--- src/rtl/rcdr_pkg.sv ---
// Constants and types shared by the calendar date register block.
package rcdr_pkg;

    // Register offsets on the plain register port.
    localparam int RCDR_AW = 8;
    localparam int RCDR_DW = 32;
    localparam logic [7:0] RCDR_OFF_DATE = 8'h00;
    localparam logic [7:0] RCDR_OFF_CTRL = 8'h04;

    // Position of the write-unlock bit in the clock control register.
    localparam int RCDR_UNLOCK_BIT = 3;

    // Values after reset.
    localparam logic RCDR_UNLOCK_RST = 1'b0;
    localparam logic [3:0] RCDR_DIGIT_RST = 4'h0;
    localparam logic [31:0] RCDR_RDATA_RST = 32'h0000_0000;

    // Bits of the date word that hold digits; all others read as zero.
    localparam logic [31:0] RCDR_DATE_MASK = 32'hff1f_3f07;

    // Digit fields: year tens, year units, month tens, month units,
    // day tens, day units, weekday.
    localparam int RCDR_NFLD = 7;
    localparam int RCDR_FLD_LSB [RCDR_NFLD] = '{28, 24, 20, 16, 12, 8, 0};
    localparam int RCDR_FLD_W [RCDR_NFLD] = '{4, 4, 1, 4, 2, 4, 3};
    localparam int RCDR_FLD_MAX [RCDR_NFLD] = '{9, 9, 1, 9, 3, 9, 6};

    // One request on the register port.
    typedef struct packed {
        logic [RCDR_AW-1:0] addr;
        logic [RCDR_DW-1:0] wdata;
        logic wr;
        logic rd;
    } rcdr_req_t;

endpackage

--- src/rtl/rcdr_top.sv ---
// Calendar date register of the real-time clock with its register port.
//
// Overview of operation
// - Year tens digit lives in bits 31..28, values 0 to 9 only.
// - Year units digit lives in bits 27..24, values 0 to 9 only.
// - Month tens digit is the single bit 20, zero or one.
// - Month units digit lives in bits 19..16, values 0 to 9.
// - Day tens digit lives in bits 13..12, values 0 to 3.
// - Day units digit lives in bits 11..8, values 0 to 9.
// - Weekday lives in bits 2..0, values 0 to 6.
// - Date writes take effect only while the write-unlock bit is one.
//
// The placing of the registers and the strobed register port are this design's own decisions.
`timescale 1ns/1ps
module rcdr_top (
    // Clock and reset.
    input wire logic i_ref_clk,
    input wire logic i_nrst,
    // Register port request.
    input wire rcdr_pkg::rcdr_req_t i_req,
    // Register port read data, valid the cycle after a read.
    output logic [rcdr_pkg::RCDR_DW-1:0] o_rdata,
    // Current date word and unlock state.
    output logic [rcdr_pkg::RCDR_DW-1:0] o_date,
    output logic o_unlock
);
    import rcdr_pkg::*;

    logic hit_date_w;
    logic hit_ctrl_w;
    logic date_wr_w;
    logic ctrl_wr_w;
    logic [31:0] ctrl_word_w;
    logic [31:0] date_w;
    logic [31:0] rd_sel_w;
    logic [31:0] rdata_nxt;
    logic [31:0] rdata_r;
    logic [3:0] fld_w [RCDR_NFLD];

    // Address decode.
    assign hit_date_w = (i_req.addr == RCDR_OFF_DATE);
    assign hit_ctrl_w = (i_req.addr == RCDR_OFF_CTRL);
    // A locked date write is dropped silently.
    assign date_wr_w = i_req.wr && hit_date_w && o_unlock;
    assign ctrl_wr_w = i_req.wr && hit_ctrl_w;

    rcdr_ctrl u_ctrl (
        .i_ref_clk(i_ref_clk),
        .i_nrst(i_nrst),
        .i_wr(ctrl_wr_w),
        .i_wdata(i_req.wdata),
        .o_unlock(o_unlock),
        .o_word(ctrl_word_w)
    );

    // One digit register per field; each refuses values beyond its range.
    generate
        for (genvar g = 0; g < RCDR_NFLD; g++) begin : g_fld
            rcdr_digit #(
                .LSB(RCDR_FLD_LSB[g]),
                .WIDTH(RCDR_FLD_W[g]),
                .MAXV(RCDR_FLD_MAX[g])
            ) u_digit (
                .i_ref_clk(i_ref_clk),
                .i_nrst(i_nrst),
                .i_load(date_wr_w),
                .i_word(i_req.wdata),
                .o_value(fld_w[g])
            );
        end
    endgenerate

    // Date word assembly; unused bits are tied to zero.
    assign date_w = {fld_w[0], fld_w[1], 3'h0, fld_w[2][0], fld_w[3],
                     2'h0, fld_w[4][1:0], fld_w[5], 5'h0, fld_w[6][2:0]};
    assign o_date = date_w;

    // Read selection; an unmapped address reads zero.
    assign rd_sel_w = hit_date_w ? date_w : (hit_ctrl_w ? ctrl_word_w : 32'h0000_0000);
    assign rdata_nxt = i_req.rd ? rd_sel_w : 32'h0000_0000;

    always_ff @(posedge i_ref_clk or negedge i_nrst) begin
        if (!i_nrst) begin
            rdata_r <= RCDR_RDATA_RST;
        end else begin
            rdata_r <= rdata_nxt;
        end
    end

    assign o_rdata = rdata_r;

    // Checks.

    // High when every bounded digit of the written word lies inside its range.
    logic wr_legal_w;

    assign wr_legal_w = (i_req.wdata[31:28] <= 4'h9) && (i_req.wdata[27:24] <= 4'h9) &&
                        (i_req.wdata[19:16] <= 4'h9) && (i_req.wdata[11:8] <= 4'h9) &&
                        (i_req.wdata[2:0] <= 3'h6);
endmodule

--- src/rtl/rcdr_digit.sv ---
// One BCD digit field of the calendar date word.
`timescale 1ns/1ps
module rcdr_digit #(
    parameter int LSB = 0,
    parameter int WIDTH = 4,
    parameter int MAXV = 9
) (
    // Clock and reset.
    input wire logic i_ref_clk,
    input wire logic i_nrst,
    // Load request and the whole written word.
    input wire logic i_load,
    input wire logic [31:0] i_word,
    // Held digit, zero above its width.
    output logic [3:0] o_value
);
    import rcdr_pkg::*;

    logic [3:0] cand_w;
    logic legal_w;

    assign cand_w = 4'(i_word[LSB +: WIDTH]);
    // A value beyond the digit's range is refused and the old digit stays.
    assign legal_w = (cand_w <= 4'(MAXV));

    always_ff @(posedge i_ref_clk or negedge i_nrst) begin
        if (!i_nrst) begin
            o_value <= RCDR_DIGIT_RST;
        end else if (i_load && legal_w) begin
            o_value <= cand_w;
        end
    end

endmodule

--- src/rtl/rcdr_ctrl.sv ---
// Clock control register holding the write-unlock bit.
`timescale 1ns/1ps
module rcdr_ctrl (
    // Clock and reset.
    input wire logic i_ref_clk,
    input wire logic i_nrst,
    // Write of the control register.
    input wire logic i_wr,
    input wire logic [31:0] i_wdata,
    // Unlock bit and the control word as read back.
    output logic o_unlock,
    output logic [31:0] o_word
);
    import rcdr_pkg::*;

    always_ff @(posedge i_ref_clk or negedge i_nrst) begin
        if (!i_nrst) begin
            o_unlock <= RCDR_UNLOCK_RST;
        end else if (i_wr) begin
            o_unlock <= i_wdata[RCDR_UNLOCK_BIT];
        end
    end

    assign o_word = {{(31-RCDR_UNLOCK_BIT){1'b0}}, o_unlock, {RCDR_UNLOCK_BIT{1'b0}}};

endmodule

--- config.mk ---
export PLATFORM = sky130hd
export DESIGN_NAME = rcdr_top
export DESIGN_NICKNAME = d
export VERILOG_FILES = /design/src/rtl/rcdr_pkg.sv /design/src/rtl/rcdr_top.sv /design/src/rtl/rcdr_digit.sv /design/src/rtl/rcdr_ctrl.sv
export SDC_FILE = /design/constraint.sdc
export NUM_CORES = 1
export LEC_CHECK = 0
export ABC_AREA = 1
export BUFFER_PORTS_ARGS = -buffer_cell sky130_fd_sc_hd__buf_2
export CAP_MARGIN = 20
export CORE_MARGIN = 2
export CORE_UTILIZATION = 48
export CTS_BUF_LIST = sky130_fd_sc_hd__clkbuf_16
export DETAILED_ROUTE_END_ITERATION = 7
export GPL_TIMING_DRIVEN = 0
export PLACE_DENSITY = 0.81
export SETUP_SLACK_MARGIN = 0.4
export SLEW_MARGIN = 20
export SYNTH_ARGS = -nofsm -noshare
export SYNTH_HDL_FRONTEND = slang
export SYNTH_SLANG_ARGS = --single-unit
export TNS_END_PERCENT = 20
--- constraint.sdc ---
create_clock -name i_ref_clk -period 3 [get_ports i_ref_clk]
set_input_delay 0.6 -clock i_ref_clk [delete_from_list [all_inputs] [get_ports i_ref_clk]]
set_output_delay 0.6 -clock i_ref_clk [all_outputs]
set_load 0.02 [all_outputs]
# Word level (Yosys, flattened, before mapping)
# Index checks and enable logic that the tools add are counted.
# op_classes
mux	3
eq_ne	1
magnitude_cmp	7
n_reduce_logical	11
# ops
operator	n
$mux 32	2
$le 4x4->1 const B	4
$logic_and 1x1->1	10
$eq 8x3->1 const B	1
$logic_not 8->1	1
$mux 4	1
$le 3x3->1 const B	1
$le 2x2->1 const B	1
$le 1x1->1 const B	1
# totals
out_inout_bits	65
regBits	55
wordCells	31
in_bits	44

# Logic depth before layout (Yosys ltp)
# Gate-level depths: netlist of run 1.
# logic_depth
ltp_word	4
ltp_mapped	7
ltp_nobuf	7

# Hierarchy
# From an unflattened synthesis of run 1, not the netlist that was laid out.
# unflattened
hier_cells	338
area_unflattened_um2	2930.3
# by_module_without_submodules
module	seq_area_each_um2	instances	cells_each	area_each_um2
rcdr_top	800.8	1	179	1629.1
rcdr_digit at g_fld[0].u_digit ...	100.1	4	21	178.9
rcdr_ctrl	25.0	1	38	284.0
rcdr_digit at g_fld[6].u_digit	75.1	1	16	140.1
rcdr_digit at g_fld[4].u_digit	50.0	1	12	95.1
rcdr_digit at g_fld[2].u_digit	25.0	1	9	66.3

# Worst setup path after synthesis of run 1
# OpenSTA, ideal clock, no wires.
# synth_timing
path_kind	input -> register
startpoint	input port i_req[41] (netlist bit)
endpoint	register g_fld[0].u_digit.o_value[3]
slack_ns	1.541
setup_ns	0.113
required_ns	2.887
path_buffers	1
t_arrival_ns	1.346
path_stages	7
cell_sequence	nor2_1 nand2_2 nor2_8 buf_6 nand3b_1 nand2_1 inv_1
# synth_between
elab_chain_cells	4
# synth_lines
item	line	rtl
start: declaration	rcdr_top.sv:20	input wire rcdr_pkg::rcdr_req_t i_req,
$logic_not 8->1	rcdr_top.sv:41	assign hit_date_w = (i_req.addr == RCDR_OFF_DATE);
$logic_and 1x1->1 (2 in series)	rcdr_top.sv:44	assign date_wr_w = i_req.wr && hit_date_w && o_unlock;
$logic_and 1x1->1	rcdr_digit.sv:29	end else if (i_load && legal_w) begin
end signal: assignment	rcdr_digit.sv:30	o_value <= cand_w;
end: declaration	rcdr_digit.sv:15	output logic [3:0] o_value
# Every way passes these cells.
# A chain may end at the register's enable or synchronous reset.

# Worst setup path after layout of run 1
# layout_timing
startpoint	input port i_req[35] (netlist bit)
endpoint	register g_fld[3].u_digit.o_value[2]
# layout_between
elab_chain_cells	4
# layout_lines
item	line
$logic_not 8->1	rcdr_top.sv:41
$logic_and 1x1->1 (2 in series)	rcdr_top.sv:44
$logic_and 1x1->1	rcdr_digit.sv:29
end signal: assignment	rcdr_digit.sv:30
end: declaration	rcdr_digit.sv:15
# Every way passes these cells.

==> results of run 1 <==
## power by group through the flow
stage	Sequential, mW	Combinational (mW)	Clock (mW)
final	0.623	0.0980	0.593
after global routing	0.623	0.108	0.643
after CTS	0.623	0.0980	0.608
after detailed placement	0.634	0.0978	0
after global placement	0.634	0.0965	0
after floorplan	0.636	0.0547	0
## registers in the layout, summed over array words and instances (netlist names)
register,flops
g_fld.u_digit.o_value,22
o_rdata,23
u_ctrl.o_unlock,1
## cell usage after synthesis
cell type,number
dfrtp_1,46
inv_1,43
nand2_1,38
nor2_1,27
buf_4,20
o21ai_0,9
nand3_1,7
nand3b_1,7
o21ai_1,7
buf_6,3
nand2_2,2
nand3_2,2
nand3_4,2
conb_1,1
nand2_4,1
nor2_8,1
nor4_1,1
## cells in the final DEF, fill, tap and decap left out
cell / Yosys / routed
nand3_2: 2 / 2
nor2_8: 1 / 1
nor4_1: 1 / 1
bufinv_16: 0 / 1
nand3_1: 7 / 7
buf_6: 3 / 3
buf_4: 20 / 21
inv_1: 43 / 45
dfrtp_1: 46 / 46
clkbuf_16: 0 / 5
nand2_1: 38 / 38
o21ai_1: 7 / 7
nand3b_1: 7 / 7
o21ai_0: 9 / 9
nor2_1: 27 / 27
nand2_2: 2 / 2
nand3_4: 2 / 2
conb_1: 1 / 19
buf_2: 0 / 79
nand2_4: 1 / 1
## stage by stage
stage          power [mW]  area (sq um)  hold WS, ps  setup slack [ps]
2_1_floorplan      0.6907          2085        304.4              1541
3_3_place_gp       0.7306          2547        478.1              1302
3_5_place_dp       0.7320          2547        486.8              1251
4_1_cts             1.329          2710        500.1              1479
5_1_grt             1.374          2713        354.8              1423
6_report            1.314          2713        318.3              1484
## critical path, delay by kind of cell
kind                   cells  cell delay (ps)
buffers and inverters      1              100
and+or+nand+nor            5              890
AOI/OAI and AO/OA          1               80
## final cells by class
type | instances | share of cell area
plain buffers | 23 | 0.06780
clock buffers | 5 | 0.04613
clock inverters | 3 | 0.01384
inverters | 43 | 0.05950
multi-input cells | 123 | 0.2168
flip-flops and latches | 46 | 0.4244
well taps | 50 | 0.02306
repair buffers | 80 | 0.1485
## cell families after synthesis
logic type	count (synthesis)	synth area share
AO/OA/AOI/OAI	16	0.03970
flip-flops	46	0.5707
buffers and inverters	66	0.1712
AND/OR/NAND/NOR	88	0.2165
other	1	0.001859
## final timing paths
check	slack, ps	start	end
max	1480	i_req[35]	g_fld[3].u_digit.o_value[2]
min	320	i_nrst	g_fld[3].u_digit.o_value[0]
max reg2reg	1630	u_ctrl.o_unlock	g_fld[3].u_digit.o_value[2]
min reg2reg	490	g_fld[4].u_digit.o_value[0]	g_fld[4].u_digit.o_value[0]
max in group asynchronous	2310	i_nrst	g_fld[0].u_digit.o_value[0]
min in group i_ref_clk	490	g_fld[4].u_digit.o_value[0]	g_fld[4].u_digit.o_value[0]
## layer usage
metal,global-route usage,part of all wire
met1,0.2327,0.40
met2,0.3329,0.50
met3,0.05357,0.083
met4,0.07353,0.018
met5,0,0
==> results_tabular.tex, run 1 <==
\begin{tabular}{lr}
\hline
Metric & Value \\
\hline
\multicolumn{2}{l}{\textbf{Timing}} \\
\quad Setup violators final & 0 \\
\quad Setup repair after global routing missed its margin & false \\
\quad Number of max-slew violations in the final report & 0 \\
\quad Max Fclk & 0.6598 GHz \\
\quad Transition time of the tightest slew-check pin & 561.3 ps \\
\quad Fin crit share & 0.5052 \\
\quad Post-layout minimum cycle time & 1516 ps \\
\quad Clock Skews & 4.317 ps \\
\quad Sum Neg Setup Slack & 0 ps \\
\quad Fin. Hold Viols & 0 \\
\quad Tightest slew margin relative to the limit & 0.6258 \\
\multicolumn{2}{l}{\textbf{Layout}} \\
\quad Area growth syn-to-layout & 34.49\% \\
\quad Fin util & 0.6733 \\
\quad Final net count & 366 \\
\quad Share of cells above drive strength 1 & 0.3622 \\
\quad Multi-input gate area in the final layout & 588.1 sq um \\
\quad Storage element area & 1151 sq um \\
\quad Number of diodes added for antenna fixing & 0 \\
\quad Fill cell count & 331 \\
\quad Post-layout instance count excluding filler cells & 373 \\
\multicolumn{2}{l}{\textbf{Synthesis}} \\
\quad Seq/Total Area, Yosys & 0.5707 \\
\quad Count of yosys warnings during synthesis & 0 \\
\quad Biggest area contributors in the synthesized netlist & dfrtp\_1 (57\%), inv\_1 (8.0\%), buf\_4 (7.4\%) \\
\quad Number of instances in the synthesized netlist & 217 \\
\quad Mean cell area of the mapped netlist & 9.295 sq um \\
\quad Area of the mapped netlist & 2017 sq um \\
\quad Number of synthesized register bits & 46 \\
\quad Synth cell types & 17 \\
\quad Cell taking the most area after synthesis & dfrtp\_1 \\
\quad Area share of the largest cell type after synthesis & 0.5707 \\
\multicolumn{2}{l}{\textbf{Global routing}} \\
\quad Global-route congestion overflow total & 0 \\
\quad Number of antenna violations at the first check in global routing & 0 \\
\quad Wire length of the first global-routing pass & 6561 um \\
\quad Via count of the first global-routing pass & 1,431 \\
\quad Global-route usage over all layers & 0.1945 \\
\quad Pin count of the biggest net entering global routing & 47 \\
\multicolumn{2}{l}{\textbf{CTS}} \\
\quad CTS Buffer Depth & 2 \\
\quad H-tree depth & 2 \\
\quad Quantity of gates resized following cts & 0 \\
\quad Setup Fix Bufs, Post-CTS & 0 \\
\quad Number of CTS-inserted buffers & 5 \\
\quad Worst-path clk slew & 60 ps \\
\quad Sink Count & 46 \\
\quad Later-pin clock latency in the skew report & 280 ps \\
\quad Clock root cell & clkbuf\_16 \\
\quad TritonCTS clock tree & yes \\
\quad Cts-stage hold buffer count & 0 \\
\multicolumn{2}{l}{\textbf{Power and ir drop}} \\
\quad Fraction of power consumed by the clock network & 0.451 \\
\quad Psw & 266.0 uW \\
\quad Comb power frac & 0.075 \\
\quad Power per Cell Area & 484.3 nW/um\^{}2 \\
\quad Static Leakage & 1.617 nW \\
\quad Sequential power share & 0.474 \\
\quad Internal power contribution & 1.048 mW \\
\quad Peak VDD IR & 0.2858 mV \\
\quad Switching part of the total & 0.2025 \\
\multicolumn{2}{l}{\textbf{Floorplanning}} \\
\quad Standard cell core area & 4029 sq um \\
\quad Standard-cell row count & 23 \\
\quad Die extent in x & 68.82 um \\
\quad Die H & 68.82 um \\
\quad Ports & 109 \\
\quad Starting utilization of the core area & 0.5006 \\
\quad Die ar. & 4736 sq um \\
\multicolumn{2}{l}{\textbf{Critical path}} \\
\quad CP Data Arrival Time & 1680 ps \\
\quad Cell at the slowest stage of the critical path & nor2\_8 \\
\quad CP Data Required Time & 3160 ps \\
\quad Worst Reg2Reg Path Length in Cells & 5 \\
\quad Largest stage delay, worst path & 240 ps \\
\quad Worst path cell trace & buf\_2 > nor2\_1 > nand2\_2 > nor2\_8 > nand3\_2 > nand2\_1 > o21ai\_1 \\
\quad Kind of capture point of the worst setup path & flip-flop \\
\quad Sort of element at the start of the critical path & primary input \\
\quad Crit Path Category & in2reg \\
\quad Maximum fanout along the worst path & 9 \\
\multicolumn{2}{l}{\textbf{Min path}} \\
\quad Path class of the lowest-slack min-delay path & in2async \\
\multicolumn{2}{l}{\textbf{Placed design}} \\
\quad Port Buffers & 80 \\
\quad Total half-perimeter wirelength after legalization and detailed placement & 3167 um \\
\quad Cell count after placement & 365 \\
\quad Routability congestion estimate & 0.7536 \\
\multicolumn{2}{l}{\textbf{Outcome}} \\
\quad Status & finished clean \\
\multicolumn{2}{l}{\textbf{Drt}} \\
\quad Total vias in the final route & 1,619 \\
\quad Wirelength per Cell & 11.48 um \\
\quad Post-route ant nets & 0 \\
\quad Drt first pass iters & 4 \\
\quad Wire length after detailed routing & 4282 um \\
\quad Via-to-Cell Ratio & 4.340 \\
\quad Post-route DRC violation count & 0 \\
\quad First-iteration detailed-routing DRC count & 132 \\
\multicolumn{2}{l}{\textbf{Job}} \\
\quad Maxcap violations & 0 \\
\hline
\end{tabular}
No activity file was read; power rests on OpenSTA's default activity.
==> inputs of run 2 (changes only) <==
Settings changed: ABC_AREA 1 to 0, CORE_UTILIZATION 48 to 44, PLACE_DENSITY 0.81 to 0.75.
Clock period 3 ns to 1.4 ns, I/O delays scaled along.
==> run 2 against run 1 <==
The flow now finishes with violations (hold timing, setup timing). Die area is 8.7% higher. Critical path depth fell by 2. Flip-flop and latch count stayed put. Clock-buffer cell count stayed put. Total power up 120%. Utilization up 9.2 points. Global-route usage grew 2.1 points. Design area rose by 24%. Critical path type unchanged. Largest cell class unchanged.
==> results_tabular.tex, run 2 <==
\begin{tabular}{lr}
\hline
Metric & Value \\
\hline
\multicolumn{2}{l}{\textbf{Outcome}} \\
\quad Status & complete, but fails checks (was finished clean) \\
\quad Failing checks & hold timing, setup timing \\
\multicolumn{2}{l}{\textbf{Placed design}} \\
\quad Cell area after placement & 2590 sq um (was 2547 sq um) \\
\quad Worst slack at placement & -522.2 ps (was 1251 ps) \\
\quad Total half-perimeter wirelength after legalization and detailed placement & 3236 um (was 3167 um) \\
\quad Cell count after placement & 314 (was 365) \\
\quad Port Buffers & 80 (unchanged) \\
\quad Routability congestion estimate & 0.7256 (was 0.7536) \\
\multicolumn{2}{l}{\textbf{Drt}} \\
\quad Total vias in the final route & 1,709 (was 1,619) \\
\quad Drt first pass iters & 4 (unchanged) \\
\quad Post-route DRC violation count & 0 (unchanged) \\
\quad Wirelength per Cell & 16.91 um (was 11.48 um) \\
\quad Via-to-Cell Ratio & 5.101 (was 4.340) \\
\quad First-iteration detailed-routing DRC count & 147 (was 132) \\
\quad Post-route ant nets & 0 (unchanged) \\
\quad Wire length after detailed routing & 5664 um (was 4282 um) \\
\multicolumn{2}{l}{\textbf{Power and ir drop}} \\
\quad Power per Cell Area & 871.5 nW/um\^{}2 (was 484.3 nW/um\^{}2) \\
\quad Static Leakage & 1.731 nW (was 1.617 nW) \\
\quad Overall power of the completed layout & 2.925 mW (was 1.314 mW) \\
\quad Peak VDD IR & 0.4485 mV (was 0.2858 mV) \\
\multicolumn{2}{l}{\textbf{Timing}} \\
\quad Tightest slew margin relative to the limit & 0.6235 (was 0.6258) \\
\quad Fin. Hold Viols & 2 (was 0) \\
\quad Setup repair after global routing missed its margin & true (was false) \\
\quad Worst Hold Margin & -1.527 ps (was 318.3 ps) \\
\quad Setup violators final & 18 (was 0) \\
\quad Max Fclk & 0.6100 GHz \\
\quad Fin crit share & 1.171 \\
\quad Transition time of the tightest slew-check pin & 564.8 ps (was 561.3 ps) \\
\quad Post-layout minimum cycle time & 1639 ps \\
\quad Number of max-slew violations in the final report & 0 (unchanged) \\
\quad Worst setup slack after layout & -239.5 ps (was 1484 ps) \\
\quad Clock Skews & 4.458 ps (was 4.317 ps) \\
\multicolumn{2}{l}{\textbf{Global routing}} \\
\quad Global-route congestion overflow total & 0 (unchanged) \\
\quad Number of antenna violations at the first check in global routing & 0 (unchanged) \\
\quad Pin count of the biggest net entering global routing & 47 (unchanged) \\
\quad Wire length of the first global-routing pass & 8424 um (was 6561 um) \\
\quad Global-route usage over all layers & 0.2151 (was 0.1945) \\
\quad Via count of the first global-routing pass & 1,719 (was 1,431) \\
\multicolumn{2}{l}{\textbf{Synthesis}} \\
\quad Cell taking the most area after synthesis & dfrtp\_1 (unchanged) \\
\quad Number of instances in the synthesized netlist & 164 (was 217) \\
\quad Biggest area contributors in the synthesized netlist & dfrtp\_1 (57\%), buf\_4 (7.1\%), and2\_1 (6.8\%) (was dfrtp\_1 (57\%), inv\_1 (8.0\%), buf\_4 (7.4\%)) \\
\quad Mean cell area of the mapped netlist & 12.32 sq um (was 9.295 sq um) \\
\quad Number of synthesized register bits & 46 (unchanged) \\
\quad Commonest cells in the netlist & dfrtp\_1 (46), and2\_1 (22), buf\_4 (19) (was dfrtp\_1 (46), inv\_1 (43), nand2\_1 (38)) \\
\quad Seq/Total Area, Yosys & 0.5697 (was 0.5707) \\
\quad Synth cell types & 29 (was 17) \\
\quad Number of enable flip-flop cells after synthesis & 0 (unchanged) \\
\quad Most frequent cell after synthesis & dfrtp\_1 (unchanged) \\
\quad Fraction of registers with async set/reset & 1.000 (unchanged) \\
\quad Most used flip-flop cell after synthesis & dfrtp\_1 (unchanged) \\
\quad Area share of the largest cell type after synthesis & 0.5697 (was 0.5707) \\
\quad Count of yosys warnings during synthesis & 0 (unchanged) \\
\quad Area of the mapped netlist & 2021 sq um (was 2017 sq um) \\
\multicolumn{2}{l}{\textbf{Critical path}} \\
\quad Worst flop-to-flop path endpoint & g\_fld[6].u\_digit.o\_value[2] (was g\_fld[3].u\_digit.o\_value[2]) \\
\quad Internal reg-to-reg setup slack & -40 ps (was 1630 ps) \\
\quad Kind of capture point of the worst setup path & flip-flop (unchanged) \\
\quad CP Data Required Time & 1610 ps (was 3160 ps) \\
\quad Crit Path Category & in2reg (unchanged) \\
\quad Sort of element at the start of the critical path & primary input (unchanged) \\
\quad Crit Reg-Reg Startpoint & u\_ctrl.o\_unlock (unchanged) \\
\quad CP Data Arrival Time & 1850 ps (was 1680 ps) \\
\quad Worst Reg2Reg Path Length in Cells & 4 (was 5) \\
\quad Maximum fanout along the worst path & 8 (was 9) \\
\quad Launch point of the worst path & i\_req[38] (was i\_req[35]) \\
\quad Critical path capture point & g\_fld[6].u\_digit.o\_value[2] (was g\_fld[3].u\_digit.o\_value[2]) \\
\multicolumn{2}{l}{\textbf{CTS}} \\
\quad TritonCTS clock tree & yes (unchanged) \\
\quad H-tree depth & 2 (unchanged) \\
\quad Worst-path clk slew & 60 ps (about the same) \\
\quad Number of CTS-inserted buffers & 5 (unchanged) \\
\quad Later-pin clock latency in the skew report & 280 ps (about the same) \\
\quad Cts-stage hold buffer count & 0 (unchanged) \\
\quad Clock root cell & clkbuf\_16 (unchanged) \\
\quad Sink Count & 46 (unchanged) \\
\quad CTS Buffer Depth & 2 (unchanged) \\
\multicolumn{2}{l}{\textbf{Layout}} \\
\quad Most common cell after layout, fill and taps aside & buf\_6 (was buf\_2) \\
\quad Number of diodes added for antenna fixing & 0 (unchanged) \\
\quad Fill cell count & 266 (was 331) \\
\quad Most frequent cells in the layout & buf\_6 (51), dfrtp\_1 (45), buf\_4 (30) (was buf\_2 (79), dfrtp\_1 (46), inv\_1 (45)) \\
\quad Number of flip-flops in the largest register & 23 (unchanged) \\
\quad Fin util & 0.7654 (was 0.6733) \\
\quad Post-layout instance count excluding filler cells & 335 (was 373) \\
\quad Final net count & 326 (was 366) \\
\quad Area growth syn-to-layout & 66.07\% (was 34.49\%) \\
\quad Share of cells above drive strength 1 & 0.6113 (was 0.3622) \\
\quad Post-route design area & 3356 sq um (was 2713 sq um) \\
\multicolumn{2}{l}{\textbf{Floorplanning}} \\
\quad Die extent in x & 71.77 um (was 68.82 um) \\
\quad Die ar. & 5150 sq um (was 4736 sq um) \\
\quad Starting utilization of the core area & 0.4609 (was 0.5006) \\
\quad Standard-cell row count & 24 (was 23) \\
\quad Ports & 109 (unchanged) \\
\quad Standard cell core area & 4384 sq um (was 4029 sq um) \\
\quad Die H & 71.77 um (was 68.82 um) \\
\multicolumn{2}{l}{\textbf{Job}} \\
\quad Maxcap violations & 0 (unchanged) \\
\multicolumn{2}{l}{\textbf{Min path}} \\
\quad Path class of the lowest-slack min-delay path & in2async (unchanged) \\
\hline
\end{tabular}
-- run 2: worst min-delay path by stage --
stage | startpoint | to | slack (ps) | depth (start not counted)
floorplan | i_nrst | g_fld[0].u_digit.o_value[0] | -20 | 0
global placement | g_fld[0].u_digit.o_value[0] | o_rdata[28] | 470 | 1
detailed placement | g_fld[1].u_digit.o_value[0] | o_rdata[24] | 480 | 1
CTS | i_nrst | o_rdata[13] | 200 | 1
global route | i_nrst | o_rdata[8] | 40 | 1
finish | i_nrst | o_rdata[13] | -2 | 1
-- run 2: cell type report --
type,count,area [sq um],area share
Clock buffer,5,125.1,0.03729
Multi-Input combinational cell,109,889.6,0.2651
Timing Repair Buffer,93,838.3,0.2498
Tap cell,52,65.06,0.01939
Clock inverter,3,37.54,0.01119
Sequential cell,46,1152,0.3434
Buffer,27,247.7,0.07383
-- run 2: power breakdown --
| group | switching [mW] | internal, mW |
|---|---|---|
| clock | 0.465 | 0.829 |
| sequential | 0.00289 | 1.33 |
| combinational | 0.166 | 0.130 |
-- run 2: kinds of logic (layout without fill, tap and decap cells) --
logic type / Yosys count / after routing / synth area share
other cells: 1 / 19 / 0.001856
mux: 8 / 8 / 0.04830
simple gates: 52 / 52 / 0.1758
compound gates: 30 / 30 / 0.1077
flops: 46 / 46 / 0.5697
buf+inv: 27 / 128 / 0.09660
-- run 2: critical path, cell delays in order --
cell and delay, ps:
buf_8 90, or4_4 530, buf_8 160, a2111oi_2 520
o22a_1 260
-- run 2: per-layer routing --
layer	part of all wire	track usage	vias to the layer above
met5	0	0	-
met4	0.013	0.06918	0
met3	0.072	0.06048	8
met2	0.54	0.3807	83
met1	0.37	0.2518	833
li1	-	-	785
-- run 2: through the flow --
step           setup TNS [ps]  hold WS (ps)
5_1_grt                 -2411         41.98
2_1_floorplan           -2208        -15.59
6_report                -1701        -1.527
4_1_cts                 -1359         201.8
3_3_place_gp           -12400         474.8
3_5_place_dp           -12950         481.6
-- run 2: repair_timing --
| item | in CTS | in global routing |
|---|---|---|
| setup endpoints to repair | 89 | 91 |
| gates resized for setup | 117 | 43 |
| setup buffers | 10 | 2 |
| gates cloned | 1 | 0 |
| pin swaps | 7 | 14 |
